[src/timer16_pkg.sv]
package timer16_pkg;
  // Register offsets on the plain port (byte addresses)
  localparam logic [3:0] ADDR_CTRL_ONE = 4'h0;
  localparam logic [3:0] ADDR_CTRL_TWO = 4'h1;
  localparam logic [3:0] ADDR_STATUS = 4'h2;
  localparam logic [3:0] ADDR_CNT_HIGH = 4'h3;
  localparam logic [3:0] ADDR_CNT_LOW = 4'h4;
  localparam logic [3:0] ADDR_SHD_HIGH = 4'h5;
  localparam logic [3:0] ADDR_SHD_LOW = 4'h6;
  // Field positions
  localparam int OVF_IE_BIT = 5;
  localparam int OVF_FLAG_BIT = 5;
  localparam int CAP2_FLAG_BIT = 4;
  localparam int CMP2_FLAG_BIT = 3;
  localparam int EXT_EDGE_BIT = 0;
  localparam int PRESC_LSB = 2;
  // Reset, reload and roll-over values
  localparam logic [15:0] COUNT_RELOAD = 16'hFFFC;
  localparam logic [15:0] COUNT_TOP = 16'hFFFF;
  localparam logic [7:0] CTRL_RESET = 8'h00;
  // Prescale select codes
  typedef enum logic [1:0] {
    PRESC_DIV4 = 2'b00,
    PRESC_DIV8 = 2'b01,
    PRESC_DIV2 = 2'b10,
    PRESC_EXT = 2'b11
  } presc_t;
  localparam logic [2:0] DIV2_MASK = 3'h1;
  localparam logic [2:0] DIV4_MASK = 3'h3;
  localparam logic [2:0] DIV8_MASK = 3'h7;
endpackage

[src/tick_if.sv]
`timescale 1ns/100ps
interface tick_if;
  logic [1:0] presc;
  logic extEdge;
  logic extPin;
  logic halt;
  logic tick;
  modport gen (input presc, input extEdge, input extPin, input halt, output tick);
  modport use_side (output presc, output extEdge, output extPin, output halt, input tick);
endinterface

[src/timer16_counter.sv]
`timescale 1ns/100ps
// Function
// - 16-bit upcounter advanced by clock divided by 2, 4, 8 or external clock.
// - Two views hold same count; shadow low read keeps overflow flag.
// - Writing either low byte forces the counter to FFFCh.
// - Counter starts at FFFCh after reset; FFFCh is the only reload value.
// - Flash variant: compare two write-only, capture two absent, their flags zero.
// - High byte read first latches low byte for the following low read.
// - Latched low byte stays frozen until the low byte is read.
// - After a completed sequence, low-only reads return the live low byte.
// - Roll-over from FFFFh to 0000h sets the overflow flag.
// - Interrupt when flag, enable set and global mask clear; otherwise pending.
// - Flag clears by status read then main low access; shadow low never clears.
// - Counting continues unchanged in WAIT mode.
// - HALT stops the counter; resumes from held count or reset count.
// - Timer inputs on unbonded pins read as logic one.
// - Two instances share nothing and stay synchronised after reset.
// - Both select bits one picks external clock; edge bit picks transition.
// - External edges are synchronised to the internal clock first.
module timer16_counter #(
  parameter bit EXT_PIN_BONDED = 1'b1,
  parameter bit FLASH_FIRST_TIMER = 1'b0
) (
  // Clock and reset
  input wire logic ref_clk,
  input wire logic rst,
  // Register port
  input wire logic [3:0] addr,
  input wire logic [7:0] wrData,
  input wire logic wrStb,
  input wire logic rdStb,
  output logic [7:0] rdData,
  // System
  input wire logic globalMask,
  input wire logic haltMode,
  input wire logic capTwoEvent,
  input wire logic cmpTwoEvent,
  // Pins
  input wire logic ext_timer_clock_pin,
  // Results
  output logic timerIrq,
  output logic [15:0] countValue,
  output logic countTick
);
  tick_if tk ();
  logic [15:0] count_r;
  logic [7:0] ctrlOne_r;
  logic [7:0] ctrlTwo_r;
  logic ovfFlag_r;
  logic statusArmed_r;
  logic [7:0] lowBuf_r;
  logic seqOpen_r;
  logic capTwoFlag_r;
  logic cmpTwoFlag_r;
  logic [7:0] rdData_r;
  logic [7:0] rdData_nxt;
  logic lowWrite;
  logic mainLowAcc;
  logic rollOver;
  logic ovfClear;
  logic highRead;
  logic lowRead;

  // ----------------------------------------
  // Tick generation
  // ----------------------------------------
  assign tk.presc = ctrlTwo_r[timer16_pkg::PRESC_LSB +: 2];
  assign tk.extEdge = ctrlTwo_r[timer16_pkg::EXT_EDGE_BIT];
  assign tk.extPin = EXT_PIN_BONDED ? ext_timer_clock_pin : 1'b1;
  assign tk.halt = haltMode;

  timer16_tick_gen u_tick (
    .ref_clk(ref_clk),
    .rst(rst),
    .tk(tk.gen)
  );

  // ----------------------------------------
  // Decode
  // ----------------------------------------
  assign lowWrite = wrStb && (addr == timer16_pkg::ADDR_CNT_LOW || addr == timer16_pkg::ADDR_SHD_LOW);
  assign mainLowAcc = (wrStb || rdStb) && addr == timer16_pkg::ADDR_CNT_LOW;
  assign highRead = rdStb && (addr == timer16_pkg::ADDR_CNT_HIGH || addr == timer16_pkg::ADDR_SHD_HIGH);
  assign lowRead = rdStb && (addr == timer16_pkg::ADDR_CNT_LOW || addr == timer16_pkg::ADDR_SHD_LOW);
  assign rollOver = tk.tick && !lowWrite && count_r == timer16_pkg::COUNT_TOP;
  assign ovfClear = statusArmed_r && mainLowAcc;

  // ----------------------------------------
  // Counter
  // ----------------------------------------
  // Instances share no state, so equal resets keep them in step
  always_ff @(posedge ref_clk or posedge rst) begin
    if (rst) begin
      count_r <= timer16_pkg::COUNT_RELOAD;
    end else if (lowWrite) begin
      count_r <= timer16_pkg::COUNT_RELOAD;
    end else if (tk.tick) begin
      count_r <= count_r + 16'h0001;
    end
  end

  // ----------------------------------------
  // Control registers
  // ----------------------------------------
  always_ff @(posedge ref_clk or posedge rst) begin
    if (rst) begin
      ctrlOne_r <= timer16_pkg::CTRL_RESET;
      ctrlTwo_r <= timer16_pkg::CTRL_RESET;
    end else if (wrStb) begin
      if (addr == timer16_pkg::ADDR_CTRL_ONE) begin
        ctrlOne_r <= wrData;
      end
      if (addr == timer16_pkg::ADDR_CTRL_TWO) begin
        ctrlTwo_r <= wrData;
      end
    end
  end

  // ----------------------------------------
  // Overflow flag
  // ----------------------------------------
  always_ff @(posedge ref_clk or posedge rst) begin
    if (rst) begin
      ovfFlag_r <= 1'b0;
    end else if (rollOver) begin
      ovfFlag_r <= 1'b1;
    end else if (ovfClear) begin
      ovfFlag_r <= 1'b0;
    end
  end

  // Status read only arms the clear while the flag is seen set
  always_ff @(posedge ref_clk or posedge rst) begin
    if (rst) begin
      statusArmed_r <= 1'b0;
    end else if (rdStb && addr == timer16_pkg::ADDR_STATUS) begin
      statusArmed_r <= ovfFlag_r;
    end else if (mainLowAcc) begin
      statusArmed_r <= 1'b0;
    end
  end

  // ----------------------------------------
  // Second channel flags
  // ----------------------------------------
  always_ff @(posedge ref_clk or posedge rst) begin
    if (rst) begin
      capTwoFlag_r <= 1'b0;
      cmpTwoFlag_r <= 1'b0;
    end else if (FLASH_FIRST_TIMER) begin
      capTwoFlag_r <= 1'b0;
      cmpTwoFlag_r <= 1'b0;
    end else begin
      capTwoFlag_r <= capTwoFlag_r | capTwoEvent;
      cmpTwoFlag_r <= cmpTwoFlag_r | cmpTwoEvent;
    end
  end

  // ----------------------------------------
  // Read sequence
  // ----------------------------------------
  always_ff @(posedge ref_clk or posedge rst) begin
    if (rst) begin
      seqOpen_r <= 1'b0;
      lowBuf_r <= 8'h00;
    end else if (highRead && !seqOpen_r) begin
      seqOpen_r <= 1'b1;
      lowBuf_r <= count_r[7:0];
    end else if (lowRead) begin
      seqOpen_r <= 1'b0;
    end
  end

  always_comb begin
    rdData_nxt = 8'h00;
    unique case (addr)
      timer16_pkg::ADDR_CTRL_ONE: rdData_nxt = ctrlOne_r;
      timer16_pkg::ADDR_CTRL_TWO: rdData_nxt = ctrlTwo_r;
      timer16_pkg::ADDR_STATUS: begin
        rdData_nxt[timer16_pkg::OVF_FLAG_BIT] = ovfFlag_r;
        rdData_nxt[timer16_pkg::CAP2_FLAG_BIT] = capTwoFlag_r;
        rdData_nxt[timer16_pkg::CMP2_FLAG_BIT] = cmpTwoFlag_r;
      end
      timer16_pkg::ADDR_CNT_HIGH, timer16_pkg::ADDR_SHD_HIGH: rdData_nxt = count_r[15:8];
      timer16_pkg::ADDR_CNT_LOW, timer16_pkg::ADDR_SHD_LOW: rdData_nxt = seqOpen_r ? lowBuf_r : count_r[7:0];
      default: rdData_nxt = 8'h00;
    endcase
  end

  always_ff @(posedge ref_clk or posedge rst) begin
    if (rst) begin
      rdData_r <= 8'h00;
    end else if (rdStb) begin
      rdData_r <= rdData_nxt;
    end else begin
      rdData_r <= 8'h00;
    end
  end

  // ----------------------------------------
  // Outputs
  // ----------------------------------------
  assign rdData = rdData_r;
  assign timerIrq = ovfFlag_r && ctrlOne_r[timer16_pkg::OVF_IE_BIT] && !globalMask;
  assign countValue = count_r;
  assign countTick = tk.tick;

  // ----------------------------------------
  // Checks
  // ----------------------------------------
  property p_reload;
    @(posedge ref_clk) disable iff (rst) lowWrite |=> count_r == timer16_pkg::COUNT_RELOAD;
  endproperty
  a_reload: assert property (p_reload) else $error("low write did not reload");

  property p_roll;
    @(posedge ref_clk) disable iff (rst) rollOver |=> ovfFlag_r && count_r == 16'h0000;
  endproperty
  a_roll: assert property (p_roll) else $error("rollover lost");

  property p_shadow;
    @(posedge ref_clk) disable iff (rst)
      (rdStb && addr == timer16_pkg::ADDR_SHD_LOW && ovfFlag_r && !rollOver) |=> ovfFlag_r;
  endproperty
  a_shadow: assert property (p_shadow) else $error("shadow low cleared flag");

  // Pending request must survive the mask and show once unmasked
  property p_irq;
    @(posedge ref_clk) disable iff (rst)
      (ovfFlag_r && ctrlOne_r[timer16_pkg::OVF_IE_BIT] && globalMask && !ovfClear
        && !(wrStb && addr == timer16_pkg::ADDR_CTRL_ONE)) ##1 !globalMask |-> timerIrq;
  endproperty
  a_irq: assert property (p_irq) else $error("irq missing");

  property p_frozen;
    @(posedge ref_clk) disable iff (rst)
      (seqOpen_r && !lowRead) |=> $stable(lowBuf_r);
  endproperty
  a_frozen: assert property (p_frozen) else $error("buffer moved");

  property p_halt;
    @(posedge ref_clk) disable iff (rst) (haltMode && !lowWrite) |=> $stable(count_r);
  endproperty
  a_halt: assert property (p_halt) else $error("count moved in halt");

  property p_live;
    @(posedge ref_clk) disable iff (rst)
      (rdStb && addr == timer16_pkg::ADDR_CNT_LOW && !seqOpen_r) |=> rdData == $past(count_r[7:0]);
  endproperty
  a_live: assert property (p_live) else $error("low read not live");

  property p_latch;
    @(posedge ref_clk) disable iff (rst)
      (highRead && !seqOpen_r) |=> seqOpen_r && lowBuf_r == $past(count_r[7:0]);
  endproperty
  a_latch: assert property (p_latch) else $error("low byte not latched");

  property p_flash;
    @(posedge ref_clk) disable iff (rst) FLASH_FIRST_TIMER |=> !capTwoFlag_r && !cmpTwoFlag_r;
  endproperty
  a_flash: assert property (p_flash) else $error("flash flags set");

  property p_step;
    @(posedge ref_clk) disable iff (rst) (tk.tick && !lowWrite) |=> count_r == $past(count_r) + 16'h0001;
  endproperty
  a_step: assert property (p_step) else $error("count did not step by one");

  property p_div2;
    @(posedge ref_clk) disable iff (rst) (tk.tick && tk.presc == timer16_pkg::PRESC_DIV2 && !wrStb) |=> !tk.tick;
  endproperty
  a_div2: assert property (p_div2) else $error("divide by two ticked twice");

  property p_close;
    @(posedge ref_clk) disable iff (rst) lowRead |=> !seqOpen_r;
  endproperty
  a_close: assert property (p_close) else $error("low read left sequence open");

  property p_clear;
    @(posedge ref_clk) disable iff (rst) (ovfClear && !rollOver) |=> !ovfFlag_r;
  endproperty
  a_clear: assert property (p_clear) else $error("flag not cleared");

  property p_arm;
    @(posedge ref_clk) disable iff (rst) (rdStb && addr == timer16_pkg::ADDR_STATUS) |=> statusArmed_r == $past(ovfFlag_r);
  endproperty
  a_arm: assert property (p_arm) else $error("status read armed wrongly");

  property p_high_view;
    @(posedge ref_clk) disable iff (rst) highRead |=> rdData == $past(count_r[15:8]);
  endproperty
  a_high_view: assert property (p_high_view) else $error("high view wrong");

  property p_unbonded;
    @(posedge ref_clk) disable iff (rst) (!EXT_PIN_BONDED && tk.presc == timer16_pkg::PRESC_EXT) |-> !tk.tick;
  endproperty
  a_unbonded: assert property (p_unbonded) else $error("unbonded pin ticked");

  property p_flag_hold;
    @(posedge ref_clk) disable iff (rst) (ovfFlag_r && !ovfClear) |=> ovfFlag_r;
  endproperty
  a_flag_hold: assert property (p_flag_hold) else $error("pending flag lost");
endmodule // timer16_counter

[src/timer16_tick_gen.sv]
`timescale 1ns/100ps
module timer16_tick_gen (
  // Clock and reset
  input wire logic ref_clk,
  input wire logic rst,
  // Tick channel
  tick_if.gen tk
);
  logic [2:0] div_r;
  logic pinSync_r;
  logic pinOld_r;
  logic [2:0] mask;
  logic extHit;

  // ----------------------------------------
  // Prescaler
  // ----------------------------------------
  always_ff @(posedge ref_clk or posedge rst) begin
    if (rst) begin
      div_r <= 3'h0;
    end else if (!tk.halt) begin
      div_r <= div_r + 3'h1;
    end
  end

  // ----------------------------------------
  // External clock edge
  // ----------------------------------------
  // Pin is synchronised to ref_clk first; two stages register it for edge detection
  always_ff @(posedge ref_clk or posedge rst) begin
    if (rst) begin
      pinSync_r <= 1'b1;
      pinOld_r <= 1'b1;
    end else begin
      pinSync_r <= tk.extPin;
      pinOld_r <= pinSync_r;
    end
  end

  assign extHit = tk.extEdge ? (pinSync_r && !pinOld_r) : (!pinSync_r && pinOld_r);

  always_comb begin
    unique case (timer16_pkg::presc_t'(tk.presc))
      timer16_pkg::PRESC_DIV2: mask = timer16_pkg::DIV2_MASK;
      timer16_pkg::PRESC_DIV4: mask = timer16_pkg::DIV4_MASK;
      timer16_pkg::PRESC_DIV8: mask = timer16_pkg::DIV8_MASK;
      timer16_pkg::PRESC_EXT: mask = timer16_pkg::DIV2_MASK;
    endcase
  end

  assign tk.tick = !tk.halt && ((tk.presc == timer16_pkg::PRESC_EXT) ? extHit : ((div_r & mask) == mask));
endmodule // timer16_tick_gen
[config.mk]
export PLATFORM = sky130hd
export DESIGN_NAME = timer16_counter
export DESIGN_NICKNAME = d
export VERILOG_FILES = /design/src/timer16_pkg.sv /design/src/tick_if.sv /design/src/timer16_counter.sv /design/src/timer16_tick_gen.sv
export SDC_FILE = /design/constraint.sdc
export NUM_CORES = 1
export LEC_CHECK = 0
export BUFFER_PORTS_ARGS = -buffer_cell sky130_fd_sc_hd__buf_2
export CAP_MARGIN = 15
export CORE_UTILIZATION = 58
export CTS_BUF_LIST = sky130_fd_sc_hd__clkbuf_4 sky130_fd_sc_hd__clkbuf_8
export CTS_CLUSTER_SIZE = 12
export DETAILED_ROUTE_END_ITERATION = 10
export HOLD_SLACK_MARGIN = 0.06
export PLACE_DENSITY = 0.84
export SLEW_MARGIN = 5
export SYNTH_ARGS = -nofsm -noshare
export SYNTH_HDL_FRONTEND = slang
export SYNTH_SLANG_ARGS = --single-unit
export TNS_END_PERCENT = 1
[constraint.sdc]
create_clock -name ref_clk -period 2.1 [get_ports ref_clk]
set_input_delay 0.21 -clock ref_clk [delete_from_list [all_inputs] [get_ports ref_clk]]
set_output_delay 0.21 -clock ref_clk [all_outputs]
set_load 0.005 [all_outputs]
Word level (Yosys, flattened, before mapping):

Index checks and enable logic that the tools add are counted.

* flip-flop bits (word level): 58
* output and inout port bits: 26

* add/sub/neg operators: 2
* eq/ne operators: 11
* mux-type cells: 16
* bitwise operators: 3
* reductions and logical operators: 34

Operators with widths (count)
* 16-bit 2-to-1 mux: 2
* 16-bit by 1-bit adder with 16-bit output (second input constant): 1
* 16-bit equality test (second input constant): 1
* 8-bit 2-to-1 mux: 2
* 3-bit case mux with 5 select lines: 1
* 1-bit logical AND: 14
* 4-bit by 3-bit equality test with 1-bit output (second input constant): 3
* 3-bit case mux with 4 select lines: 1
* 3-bit case mux with 3 select lines: 1
* 4-bit by 2-bit equality test with 1-bit output (second input constant): 2
* 1-bit 2-to-1 mux: 8
* 2-bit case mux with 4 select lines: 1
* 2-bit nonzero test: 4
* 1-bit logical NOT: 6
* 2-bit OR reduction: 3
* 2-bit equality test (second input constant): 2
* 4-bit by 1-bit equality test with 1-bit output (second input constant): 1
* 4-bit logical NOT: 1
* 2-bit AND reduction: 2
* 3-bit by 1-bit adder with 3-bit output (second input constant): 1
* 3-bit bitwise AND: 1
* 3-bit equality test: 1
* 1-bit logical OR: 3
* 2-bit by 1-bit equality test with 1-bit output (second input constant): 1
* 2 further kinds: 3

Depth between registers and ports, before layout:

Gate-level depths: netlist of the first run.

* word-level depth: 10
* depth in mapped cells: 8
* mapped depth without buffers: 6

Cells and area by module:

A second synthesis of the first run with hierarchy kept.

* cells, all modules: 239
* area, all modules: 2839.0 um2

By module, submodules not included
* timer16_counter: times used 1, cells an instance 220, area each 2606.2 um2, seq. area each 1343.8 um2
* timer16_tick_gen: times used 1, cells an instance 19, area each 232.7 um2, seq. area each 127.6 um2

Worst setup path before layout of the first run:

Ideal clock, no wire load.

* kind: reg2reg
* start: register ctrlTwo_r[3]
* end: register count_r[15] (netlist: countValue[15])
* setup time: 0.064 ns
* data arrival time: 1.839 ns
* slack: 0.197 ns
* stages on the path, launching flop included: 8
* path buffers: 2
* period minus slack after synthesis: 1.903 ns
* path through: dfrtp_1 -> a21oi_1 -> or2_0 -> buf_2 -> or3_4 -> buf_6 -> or4_1 -> nand3_1

* longest elaborated chain between the ends: 8
* elaborated cells between the ends (all ways): 11
* those cells by class: eq/ne: 4; mux: 2; bitwise: 1; reduce/logical: 4

RTL lines
* start: declaration: RTL line timer16_counter.sv:48 `logic [7:0] ctrlTwo_r;`
* start signal: assignment: RTL line timer16_counter.sv:108 `ctrlTwo_r <= timer16_pkg::CTRL_RESET;`
* start signal: assignment: RTL line timer16_counter.sv:114 `ctrlTwo_r <= wrData;`
* 2-bit equality test, on equally long branches: RTL line timer16_tick_gen.sv:43, timer16_tick_gen.sv:51
* 2-bit OR reduction (no source line)
* 3-bit case mux with 3 select lines: RTL line timer16_tick_gen.sv:43 `unique case (timer16_pkg::presc_t'(tk.presc))`
* 3-bit bitwise AND: RTL line timer16_tick_gen.sv:51 `assign tk.tick = !tk.halt && ((tk.presc == timer16_pkg::PRESC_EXT) ? extHit : ((div_r & mask) == mask));`
* 3-bit equality test: RTL line timer16_tick_gen.sv:51
* 1-bit 2-to-1 mux (*): RTL line timer16_tick_gen.sv:51
* 1-bit logical AND (*): RTL line timer16_tick_gen.sv:51
* 2-bit nonzero test (no source line) (*)
* end signal: assignment: RTL line timer16_counter.sv:94 `count_r <= timer16_pkg::COUNT_RELOAD;`
* end signal: assignment: RTL line timer16_counter.sv:96 `count_r <= timer16_pkg::COUNT_RELOAD;`
* end signal: assignment: RTL line timer16_counter.sv:98 `count_r <= count_r + 16'h0001;`
* end: declaration: RTL line timer16_counter.sv:46 `logic [15:0] count_r;`

Mark *: on every way between the ends. The rest lies on a longest branch, timed or not. The select of a mux whose other input is x is not followed.
A chain may end at the register's enable or synchronous reset.

Final worst setup path of the first run:

* start: register u_tick.pinSync_r
* end: output port countTick

* longest elaborated chain between the ends: 5
* elaborated cells between the ends (all ways): 6
* those cells by class: mux: 2; reduce/logical: 4

RTL lines
* start: declaration: RTL line timer16_tick_gen.sv:10 `logic pinSync_r;`
* start signal: assignment: RTL line timer16_tick_gen.sv:35 `pinSync_r <= tk.extPin;`
* 1-bit logical NOT: RTL line timer16_tick_gen.sv:40 `assign extHit = tk.extEdge ? (pinSync_r && !pinOld_r) : (!pinSync_r && pinOld_r);`
* 1-bit logical AND: RTL line timer16_tick_gen.sv:40
* 1-bit 2-to-1 mux (*): RTL line timer16_tick_gen.sv:40
* 1-bit 2-to-1 mux (*): RTL line timer16_tick_gen.sv:51
* 1-bit logical AND (*): RTL line timer16_tick_gen.sv:51
* end: declaration: RTL line timer16_counter.sv:43 `output logic countTick`

Mark *: on every way between the ends. The rest lies on a longest branch, timed or not.

==> flow_metrics.tcl, run 1 <==
set metrics [dict create \
    status "finished, violations left" \
    violations "design-rule violations" \
    max-vdd-ir-drop_mv 0.890 \
    power.internal_w 0.00295 \
    layout_min_cycle_time_ns 2.03 \
    rr_startpoint "countValue[4]" \
    drive_above_1_share 0.422 \
    grtUsageTotal 0.294 \
    drc 2 \
    slowest_stage "dfstp_2" \
    stdcell_area_sq_um 3410 \
    path_buf_inv 2 \
    grt_busiest_layer "met2" \
    async_flop_share 1.00 \
    syn_nets 265 \
    ys_seq_area_frac 0.531 \
    cp_max_fo 12 \
    sw_frac_of_total 0.328 \
    routabilityCongestion 0.896 \
    nets 326 \
    layout_common_cells "46 x buf_2, 42 x dfrtp_1, 28 x mux2_2, 23 x nand2_1" \
    crit_path_end_kind "primary output" \
    p_comb_frac 0.271 \
    grt_pass1_vias 2214 \
    power.density_nw_per_um2 1290 \
    cts-root-buf "clkbuf_8" \
    grt_pass1_wl_mm 11.0 \
    yosysUniqueCellTypes 49 \
    met3_usage 0.0812 \
    cp_top_family "simple AND/OR/NAND/NOR gates" \
    avgSynthCellArea_sq_um 11.4 \
    avgViaCountPerCell 6.23 \
    clkLatencyLatePin_ns 0.35 \
    syn2layout_area_growth_pct 23.3 \
    start_util 0.619 \
    power.leakage_nw 1.48 \
    syn_inst 242 \
    multi_input_area_sq_um 1250 \
    cts.sinks 58 \
    hp-class "primary input to flip-flop" \
    p_clk_frac 0.294 \
    fp.dieW_um 71.1 \
    yosysWarnings 0 \
    setup.worst_path.class "flip-flop to primary output" \
    clock_skew_ns 0.00783 \
    grt_max_degree 36 \
    cts_buffers 9 \
    setup_viol 0 \
    routed_wl_mm 6.66 \
    nFillCells 307 \
    fin_crit_sh 0.968 \
    finalHoldViolCount 0 \
    p_sw_w 0.00144 \
    drv_slew 0 \
    layout_commonest_cell "buf_2" \
    startpoint "u_tick.pinSync_r" \
    antenna_found_initial 0 \
    tightest_slew_ns 0.537 \
    clockBufferDepth 2 \
    firstDrtPassIters 7 \
    cp_data_arrival_time_ns 1.82 \
    dieHeight_um 71.1 \
    yosys.area.top_type_share 0.380 \
    synth_largest_area_cell "dfrtp_1" \
    start_kind "flip-flop" \
    cts.reportedPaths.clkPinSlew_ns 0.07 \
    core-area_sq_um 4470 \
    num_vias 2242 \
    ant_nets 0 \
    synth-edff-count 0 \
    fin_setup_tns_ns 0 \
    place_area_sq_um 3100 \
    max_freq_mhz 492 \
    htreeDepth 3 \
    max_slew_margin 0.642 \
    grt_setup_unrepaired "no" \
    cts_tree "done" \
    ios 47 \
    dp_hpwl_mm 4.46 \
    die_area_sq_um 5050 \
    slowest_delay_ns 0.54 \
    yosys-top-cells-area "dfrtp_1 38%, dfstp_2 15%, mux2_2 11%, xnor2_1 3.5%, nand2_1 3.1%" \
    use_met2 0.476 \
    regArea_sq_um 1470 \
    fp-row-count 24 \
    worst_hold_startpoint "capTwoEvent" \
    ys_seq_elements 58 \
    synth_area_sq_um 2770 \
    critPathRequiredTime_ns 1.89 \
    wl_per_cell_um 18.5 \
    portBuffers 46 \
    power_frac_seq 0.436 \
    ys.flop_type "dfrtp_1" \
    diodes 0 \
    overflow 0 \
    path_cells "nor2b_2 -> a221oi_4 -> or3_4 -> inv_4 -> buf_2" \
    drt_iter0_drc 136 \
    maxCapViolCount 0 \
    grtUsageMet1 0.374 \
]
-- worst paths after layout --
check / to / cells past startpoint / slack [ns]
min in group asynchronous: lowBuf_r[5] / 3 / 0.46
max in group asynchronous: u_tick.pinSync_r / 4 / 1.01
setup reg to reg: countValue[11] / 5 / 0.07
setup / recovery: countTick / 5 / 0.07
hold reg to reg: u_tick.pinOld_r / 0 / 0.37
hold / removal: capTwoFlag_r / 2 / 0.06
-- routing by layer --
layer  routed length, um  vias to the layer above
li1                    -                     1009
met2                3420                       78
met5                   0                        -
met3                 415                       16
met4                 139                        0
met1                2690                     1139
-- cells in the mapped netlist (4+ instances only) --
cell	instances
dfrtp_1	42
a22oi_1	8
nand2_1	23
o31ai_1	5
or4_1	4
and3_1	4
dfstp_2	16
clkbuf_1	5
a21oi_1	16
xnor2_1	11
nand3_1	8
inv_1	4
nor2_1	13
nor4_1	7
mux2_2	28
mux2i_1	5
-- what timing repair did --
| item | CTS | global route |
|---|---|---|
| resized for setup | 3 | 1 |
| endpoints found under the setup margin | 1 | 2 |
| endpoints found under the hold margin | 12 | 0 |
| hold buffers | 3 | 0 |
| pin swaps | 0 | 1 |
| buffers inserted | 0 | 1 |
-- layout make-up --
cell class,count,area share
Sequential cell,58,0.431
Multi-Input combinational cell,169,0.366
Clock inverter,6,0.0334
Timing Repair Buffer,60,0.104
Inverter,5,0.00623
Clock buffer,10,0.0403
Tap cell,52,0.0191
-- sequential cells by signal, indices dropped and copies added, names as in the netlist --
signal	count
countValue	16
ctrlOne_r	8
u_tick.pinOld_r	1
cmpTwoFlag_r	1
capTwoFlag_r	1
ctrlTwo_r	8
rdData	8
u_tick.pinSync_r	1
u_tick.div_r	3
lowBuf_r	8
statusArmed_r	1
seqOpen_r	1
ovfFlag_r	1
-- power by group through the flow --
| stage | Sequential (W) | Combinational [W] | Clock, W |
|---|---|---|---|
| 5_1_grt | 0.00196 | 0.00131 | 0.00135 |
| 3_3_place_gp | 0.00190 | 0.00109 | 0 |
| 3_5_place_dp | 0.00191 | 0.00114 | 0 |
| 4_1_cts | 0.00190 | 0.00118 | 0.00130 |
| 6_report | 0.00191 | 0.00119 | 0.00129 |
| 2_1_floorplan | 0.00181 | 0.000799 | 0 |
-- cell families after synthesis --
logic type / Yosys count / synth area share
adders and majority gates: 2 / 0.00904
muxes: 33 / 0.132
DFF: 58 / 0.531
and+or+nand+nor: 81 / 0.164
AOI/OAI and AO/OA: 42 / 0.105
buffers and inverters: 15 / 0.0244
xor gates and xnor gates: 11 / 0.0348
-- through the flow --
step | setup WS, ns | hold WS (ns) | power [W] | utilization | instances
2_1_floorplan | 0.197 | 0.214 | 0.00260 | - | 242
6_report | 0.0662 | 0.0609 | 0.00439 | 0.763 | 360
3_3_place_gp | 0.233 | 0.271 | 0.00298 | 0.694 | 340
5_1_grt | 0.00674 | 0.0693 | 0.00463 | 0.763 | 360
4_1_cts | 0.00275 | 0.0600 | 0.00438 | 0.760 | 359
3_5_place_dp | 0.127 | 0.283 | 0.00305 | 0.694 | 340
Power figures use the tool's default switching activity.
==> run 2: changes to the inputs <==
ABC_AREA = 1   (was unset)
CORE_UTILIZATION = 59   (was 58)
GPL_TIMING_DRIVEN = 0   (was unset)
clock period = 2.3 ns   (was 2.1 ns; I/O delays follow)
==> run 2 against run 1 <==
  * The flow now finishes without violations
  * Routed wire length increased by 9.8%
  * Clock power fell by 9%
  * Sequential power shrank 8%
  * Critical path depth stayed put
  * Synthesized cell count grew 67%
  * Critical path type unchanged
  * First-iteration DRC count grew 110%
  * Clock skew decreased by 0.0022 ns
  * Register-to-register slack better by 0.56 ns
==> flow_metrics.tcl, run 2 <==
set metrics [dict create \
    avgSynthCellArea_sq_um 7.60 \
    tightest_slew_ns 0.476 \
    async_flop_share 1.00 \
    whs_path_depth 2 \
    synth.area.mux_share 0 \
    synth_largest_area_cell "dfrtp_1" \
    fp.dieW_um 74.1 \
    fin_setup_tns_ns 0 \
    worst_slack_ns 0.598 \
    layout_min_cycle_time_ns 1.70 \
    fin_cells 535 \
    synth_common_cells "143 x nand2_1, 43 x inv_1, 42 x dfrtp_1, 33 x nand3_1, 27 x nor2_1" \
    clkLatencyLatePin_ns 0.33 \
    nets 486 \
    drv_slew 0 \
    max_slew_margin 0.682 \
    synth-xor-area-share 0.0143 \
    wl_per_cell_um 13.7 \
    dieHeight_um 74.1 \
    cts-root-buf "clkbuf_8" \
    layout_common_cells "143 x nand2_1, 51 x buf_2, 42 x inv_1, 42 x dfrtp_1, 33 x nand3_1" \
    fin_crit_sh 0.740 \
    core-area_sq_um 4850 \
    drc 0 \
    clockBufferDepth 2 \
    crit_path_end_kind "primary output" \
    final_core_util 0.757 \
    hp-class "primary input to flip-flop" \
    grt_max_degree 38 \
    synth-edff-count 0 \
    yosysUniqueCellTypes 25 \
    setup_viol 0 \
    avgViaCountPerCell 5.33 \
    max-vdd-ir-drop_mv 0.714 \
    worst_hold_startpoint "capTwoEvent" \
    r2r_end "countValue[8]" \
    firstDrtPassIters 5 \
    overflow 0 \
    nFillCells 358 \
    ant_nets 0 \
    cts_setup_buffers 0 \
    drt_iter0_drc 286 \
    grt_pass1_vias 2525 \
    layout_commonest_cell "nand2_1" \
    die_area_sq_um 5480 \
    cts.reportedPaths.clkPinSlew_ns 0.07 \
    syn_inst 403 \
    slowest_stage "dfstp_2" \
    clock_skew_ns 0.00563 \
    pre_cts_ws_ns 0.739 \
    num_vias 2849 \
    largest_register_ffs 16 \
    diodes 0 \
    slowest_delay_ns 0.55 \
    start_util 0.632 \
    cts_tree "done" \
    power.density_nw_per_um2 1100 \
    placed_cells 517 \
    cp_max_fo 3 \
    yosysWarnings 0 \
    drive_above_1_share 0.241 \
    finalHoldViolCount 0 \
    r2r_cells 8 \
    cts.sinks 58 \
    ios 47 \
    maxCapViolCount 0 \
    htreeDepth 3 \
    synth_compound_area_frac 0.105 \
    crit_top_cell "nand3_1" \
    status "finished, final reports clean" \
    yosys-top-cells-area "dfrtp_1 34%, nand2_1 18%, dfstp_2 14%, nand3_1 5.4%, inv_1 5.3%" \
    synth_area_sq_um 3060 \
    yosys.area.top_type_share 0.343 \
    ys_seq_area_frac 0.480 \
    r2r_slack_ns 0.63 \
    max_freq_mhz 588 \
    grtUsageTotal 0.292 \
    routed_wl_mm 7.31 \
    grt_pass1_wl_mm 11.8 \
    power.leakage_nw 1.88 \
    critPathRequiredTime_ns 2.07 \
    antenna_found_initial 0 \
    setup.worst_path.class "flip-flop to primary output" \
    syn2layout_area_growth_pct 19.8 \
    ys_seq_elements 58 \
    cts_buffers 9 \
    rr_startpoint "countValue[1]" \
    hold_end "capTwoFlag_r" \
    start_kind "flip-flop" \
    dp_hpwl_mm 5.15 \
    synth_most_common_cell "nand2_1" \
    ys.flop_type "dfrtp_1" \
    grt_setup_unrepaired "no" \
    cp_data_arrival_time_ns 1.47 \
    synth_top_family_by_area "simple AND/OR/NAND/NOR gates" \
    portBuffers 46 \
    syn_nets 426 \
    path_cells "nand3_1 -> nand3_1 -> nand3_1 -> inv_1 -> buf_2" \
    power_w 0.00403 \
    yosys.area_share.simple 0.311 \
    fp-row-count 25 \
    routabilityCongestion 0.908 \
    synthAdderAreaFrac 0.00817 \
]
## run 2: cell count changes after synthesis, moves of 7 or more
| cell | delta |
|---|---|
| nand2_1 | +120 |
| inv_1 | +39 |
| mux2_2 | -28 |
| nand3_1 | +25 |
| o21ai_1 | +24 |
| nor2_1 | +14 |
| o21ai_0 | +13 |
| xnor2_1 | -9 |
| a22oi_1 | -8 |
| o21ai_2 | +8 |
| a21oi_1 | -7 |
| nor4_1 | -7 |
## run 2: worst max path at each step
stage	end	start	depth (start not counted)
floorplan	capTwoFlag_r	rst	1
global placement	rdData[0]	rst	2
detailed placement	countValue[8]	countValue[1]	8
CTS	countTick	u_tick.pinSync_r	5
global route	countValue[8]	countValue[1]	8
finish	countTick	u_tick.pinSync_r	5
## run 2: cell type report
cell class / instances / area, sq um / area share
well taps: 67 / 83.8 / 0.0229
flip-flops and latches: 58 / 1470 / 0.401
clock buffers: 11 / 151 / 0.0413
multi-input cells: 289 / 1350 / 0.367
repair buffers: 49 / 270 / 0.0737
clock inverters: 5 / 100 / 0.0273
plain buffers: 9 / 70.1 / 0.0191
inverters: 47 / 176 / 0.0481
## run 2: layer usage
| metal | track usage | up-vias | share of wire |
|---|---|---|---|
| met5 | 0 | - | 0 |
| met4 | 0.135 | 0 | 0.018 |
| met3 | 0.0542 | 13 | 0.053 |
| li1 | - | 1398 | - |
| met2 | 0.438 | 105 | 0.46 |
| met1 | 0.411 | 1333 | 0.47 |
## run 2: cell families after synthesis
logic type | after synthesis
and+or+nand+nor | 224
AOI/OAI and AO/OA | 58
DFF | 58
buffers and inverters | 56
xor gates and xnor gates | 5
adders and majority gates | 2
## run 2: critical path: cells and delay by family, from the launching register on
kind,cells,cell delay [ns]
buffers and inverters,2,0.21
DFF,1,0.55
and+or+nand+nor,3,0.39
## run 2: repair_timing
item                      CTS  global route
hold buffers                2             0
hold endpoints to repair   14             0
gates resized for setup     0             0
## run 2: where the power goes
part	total (W)	switching, W	internal [W]
Combinational	0.00110	0.000640	0.000456
Clock	0.00118	0.000404	0.000775
Sequential	0.00175	0.000342	0.00141
## run 2: through the flow
stage	instance area (sq um)	hold WS, ns
global route	3670	0.0743
floorplan	3060	0.234
finish	3670	0.0800
global placement	3380	0.336
CTS	3670	0.0740
detailed placement	3400	0.283
==> run 3: changes to the inputs <==
CORE_UTILIZATION = 53   (was 59)
PLACE_DENSITY = 0.8   (was 0.84)
clock period = 1.55 ns   (was 2.3 ns; I/O delays follow)
==> run 3 against run 2 <==
  * Routed wire length is 0.55% higher
  * Clock skew is 0.0016 ns higher
  * Register-to-register slack worse by 0.52 ns
  * Critical path depth stayed put
  * Final area is 1.0% higher
==> flow_metrics.tcl, run 3 (same netlist as run 2, synthesis figures left out) <==
set metrics [dict create \
    syn2layout_area_growth_pct 21.0 \
    drt_iter0_drc 312 \
    grt_setup_unrepaired "yes" \
    critPathRequiredTime_ns 1.39 \
    dieHeight_um 78.0 \
    max_slew_margin 0.517 \
    max_freq_mhz 657 \
    power.internal_w 0.00357 \
    cts-root-buf "clkbuf_8" \
    cts.sinks 58 \
    largest_register_ffs 16 \
    drv_slew 0 \
    core-area_sq_um 5540 \
    dp_hpwl_mm 5.25 \
    ant_nets 0 \
    ios 47 \
    cp-endpoint "countTick" \
    stdcell_area_sq_um 3710 \
    setup_viol 0 \
    fp.dieW_um 78.0 \
    overflow 0 \
    avgViaCountPerCell 5.30 \
    cts.reportedPaths.clkPinSlew_ns 0.07 \
    rr_startpoint "u_tick.pinSync_r" \
    pre_cts_ws_ns -0.0219 \
    finalHoldViolCount 0 \
    setup.worst_path.class "flip-flop to primary output" \
    drive_above_1_share 0.265 \
    num_vias 2885 \
    layout_commonest_cell "nand2_1" \
    status "finished, final reports clean" \
    max-vdd-ir-drop_mv 0.705 \
    start_kind "flip-flop" \
    worst_slack_ns 0.0283 \
    place_area_sq_um 3410 \
    tightest_slew_ns 0.723 \
    power.leakage_nw 1.86 \
    nets 490 \
    layout_common_cells "142 x nand2_1, 51 x buf_2, 42 x inv_1, 40 x dfrtp_1, 31 x nand3_1" \
    p_clk_frac 0.237 \
    fin_crit_sh 0.982 \
    grtUsageTotal 0.265 \
    die_area_sq_um 6090 \
    grt_pass1_vias 2630 \
    power_frac_seq 0.461 \
    maxCapViolCount 0 \
    hp-class "primary input to flip-flop" \
    firstDrtPassIters 5 \
    cp_max_fo 3 \
    p_sw_w 0.00211 \
    clockBufferDepth 2 \
    grt_pass1_wl_mm 12.3 \
    clock_skew_ns 0.00720 \
    nFillCells 494 \
    start_util 0.553 \
    final_core_util 0.669 \
    sw_frac_of_total 0.371 \
    cp_data_arrival_time_ns 1.37 \
    routabilityCongestion 0.896 \
    r2r_slack_ns 0.11 \
    antenna_found_initial 0 \
    portBuffers 46 \
    p_comb_frac 0.301 \
    diodes 0 \
    htreeDepth 3 \
    grt_max_degree 34 \
    drc 0 \
    crit_path_end_kind "primary output" \
    cts_tree "done" \
    startpoint "u_tick.pinSync_r" \
    power.density_nw_per_um2 1530 \
    clkLatencyLatePin_ns 0.34 \
    cts_buffers 9 \
    wl_per_cell_um 13.5 \
    r2r_cells 8 \
    routed_wl_mm 7.35 \
    layout_min_cycle_time_ns 1.52 \
    r2r_end "countValue[14]" \
    fp-row-count 27 \
]
## run 3: cell types whose count changed in the layout (fill, tap and decap cells not counted), moves of 2 or more
cell           previous run  this run
clkinv_2                  2         4
dfrtp_2                   0         2
nor2_1                   27        23
dfrtp_1                  42        40
nor2_2                    3         7
clkbuf_8                 11         9
bufinv_16                 3         1
clkinvlp_4                0         2
dlygate4sd3_1             2         5
nand3_1                  33        31
## run 3: power groups by stage
stage / Sequential [W] / Combinational, W / Clock, W
6_report: 0.00262 / 0.00171 / 0.00135
5_1_grt: 0.00268 / 0.00196 / 0.00144
4_1_cts: 0.00258 / 0.00165 / 0.00136
3_5_place_dp: 0.00260 / 0.00162 / 0
3_3_place_gp: 0.00258 / 0.00155 / 0
2_1_floorplan: 0.00249 / 0.00109 / 0
## run 3: repair_timing
item | in CTS | in global routing
setup buffers | 0 | 1
setup endpoints to repair | 11 | 12
gates resized for setup | 4 | 11
pin swaps | 0 | 1
hold endpoints to repair | 28 | 0
hold buffers | 5 | 0
## run 3: final cells by class
type	count	area [sq um]	area share
Buffer	9	73.8	0.0199
Clock buffer	10	131	0.0354
Clock inverter	6	57.6	0.0155
Inverter	47	180	0.0486
Multi-Input combinational cell	289	1390	0.375
Sequential cell	58	1470	0.398
Tap cell	72	90.1	0.0243
Timing Repair Buffer	53	308	0.0831
## run 3: through the flow
stage / power, W / TNS [ns] / hold slack [ns] / std cells
5_1_grt: 0.00609 / -0.0470 / 0.0749 / 544
3_3_place_gp: 0.00413 / -0.0574 / 0.261 / 521
4_1_cts: 0.00560 / 0 / 0.0628 / 543
2_1_floorplan: 0.00358 / 0 / 0.159 / 403
3_5_place_dp: 0.00422 / -0.126 / 0.261 / 522
6_report: 0.00568 / 0 / 0.0681 / 544
## run 3: worst min path at each step
stage                              startpoint  slack [ns]                to  cells past startpoint
after floorplan           ext_timer_clock_pin        0.16  u_tick.pinSync_r                      0
after global placement    ext_timer_clock_pin        0.26  u_tick.pinSync_r                      1
after detailed placement  ext_timer_clock_pin        0.26  u_tick.pinSync_r                      1
after CTS                           wrData[0]        0.06      ctrlOne_r[0]                      3
after global routing                wrData[1]        0.07      ctrlOne_r[1]                      3
final                               wrData[0]        0.07      ctrlTwo_r[0]                      3
## run 3: layer usage
layer,up-vias,track usage,wire [um]
li1,1414,-,-
met1,1340,0.370,3420
met5,-,0,0
met4,0,0.130,238
met3,28,0.0430,309
met2,103,0.401,3380
## run 3: worst max-delay path, cell delays in order (launching register included)
cell and delay [ns]:
dfstp_2 0.54, nand3_1 0.09, nand3_2 0.11, nand3_4 0.11
inv_1 0.07, buf_2 0.11
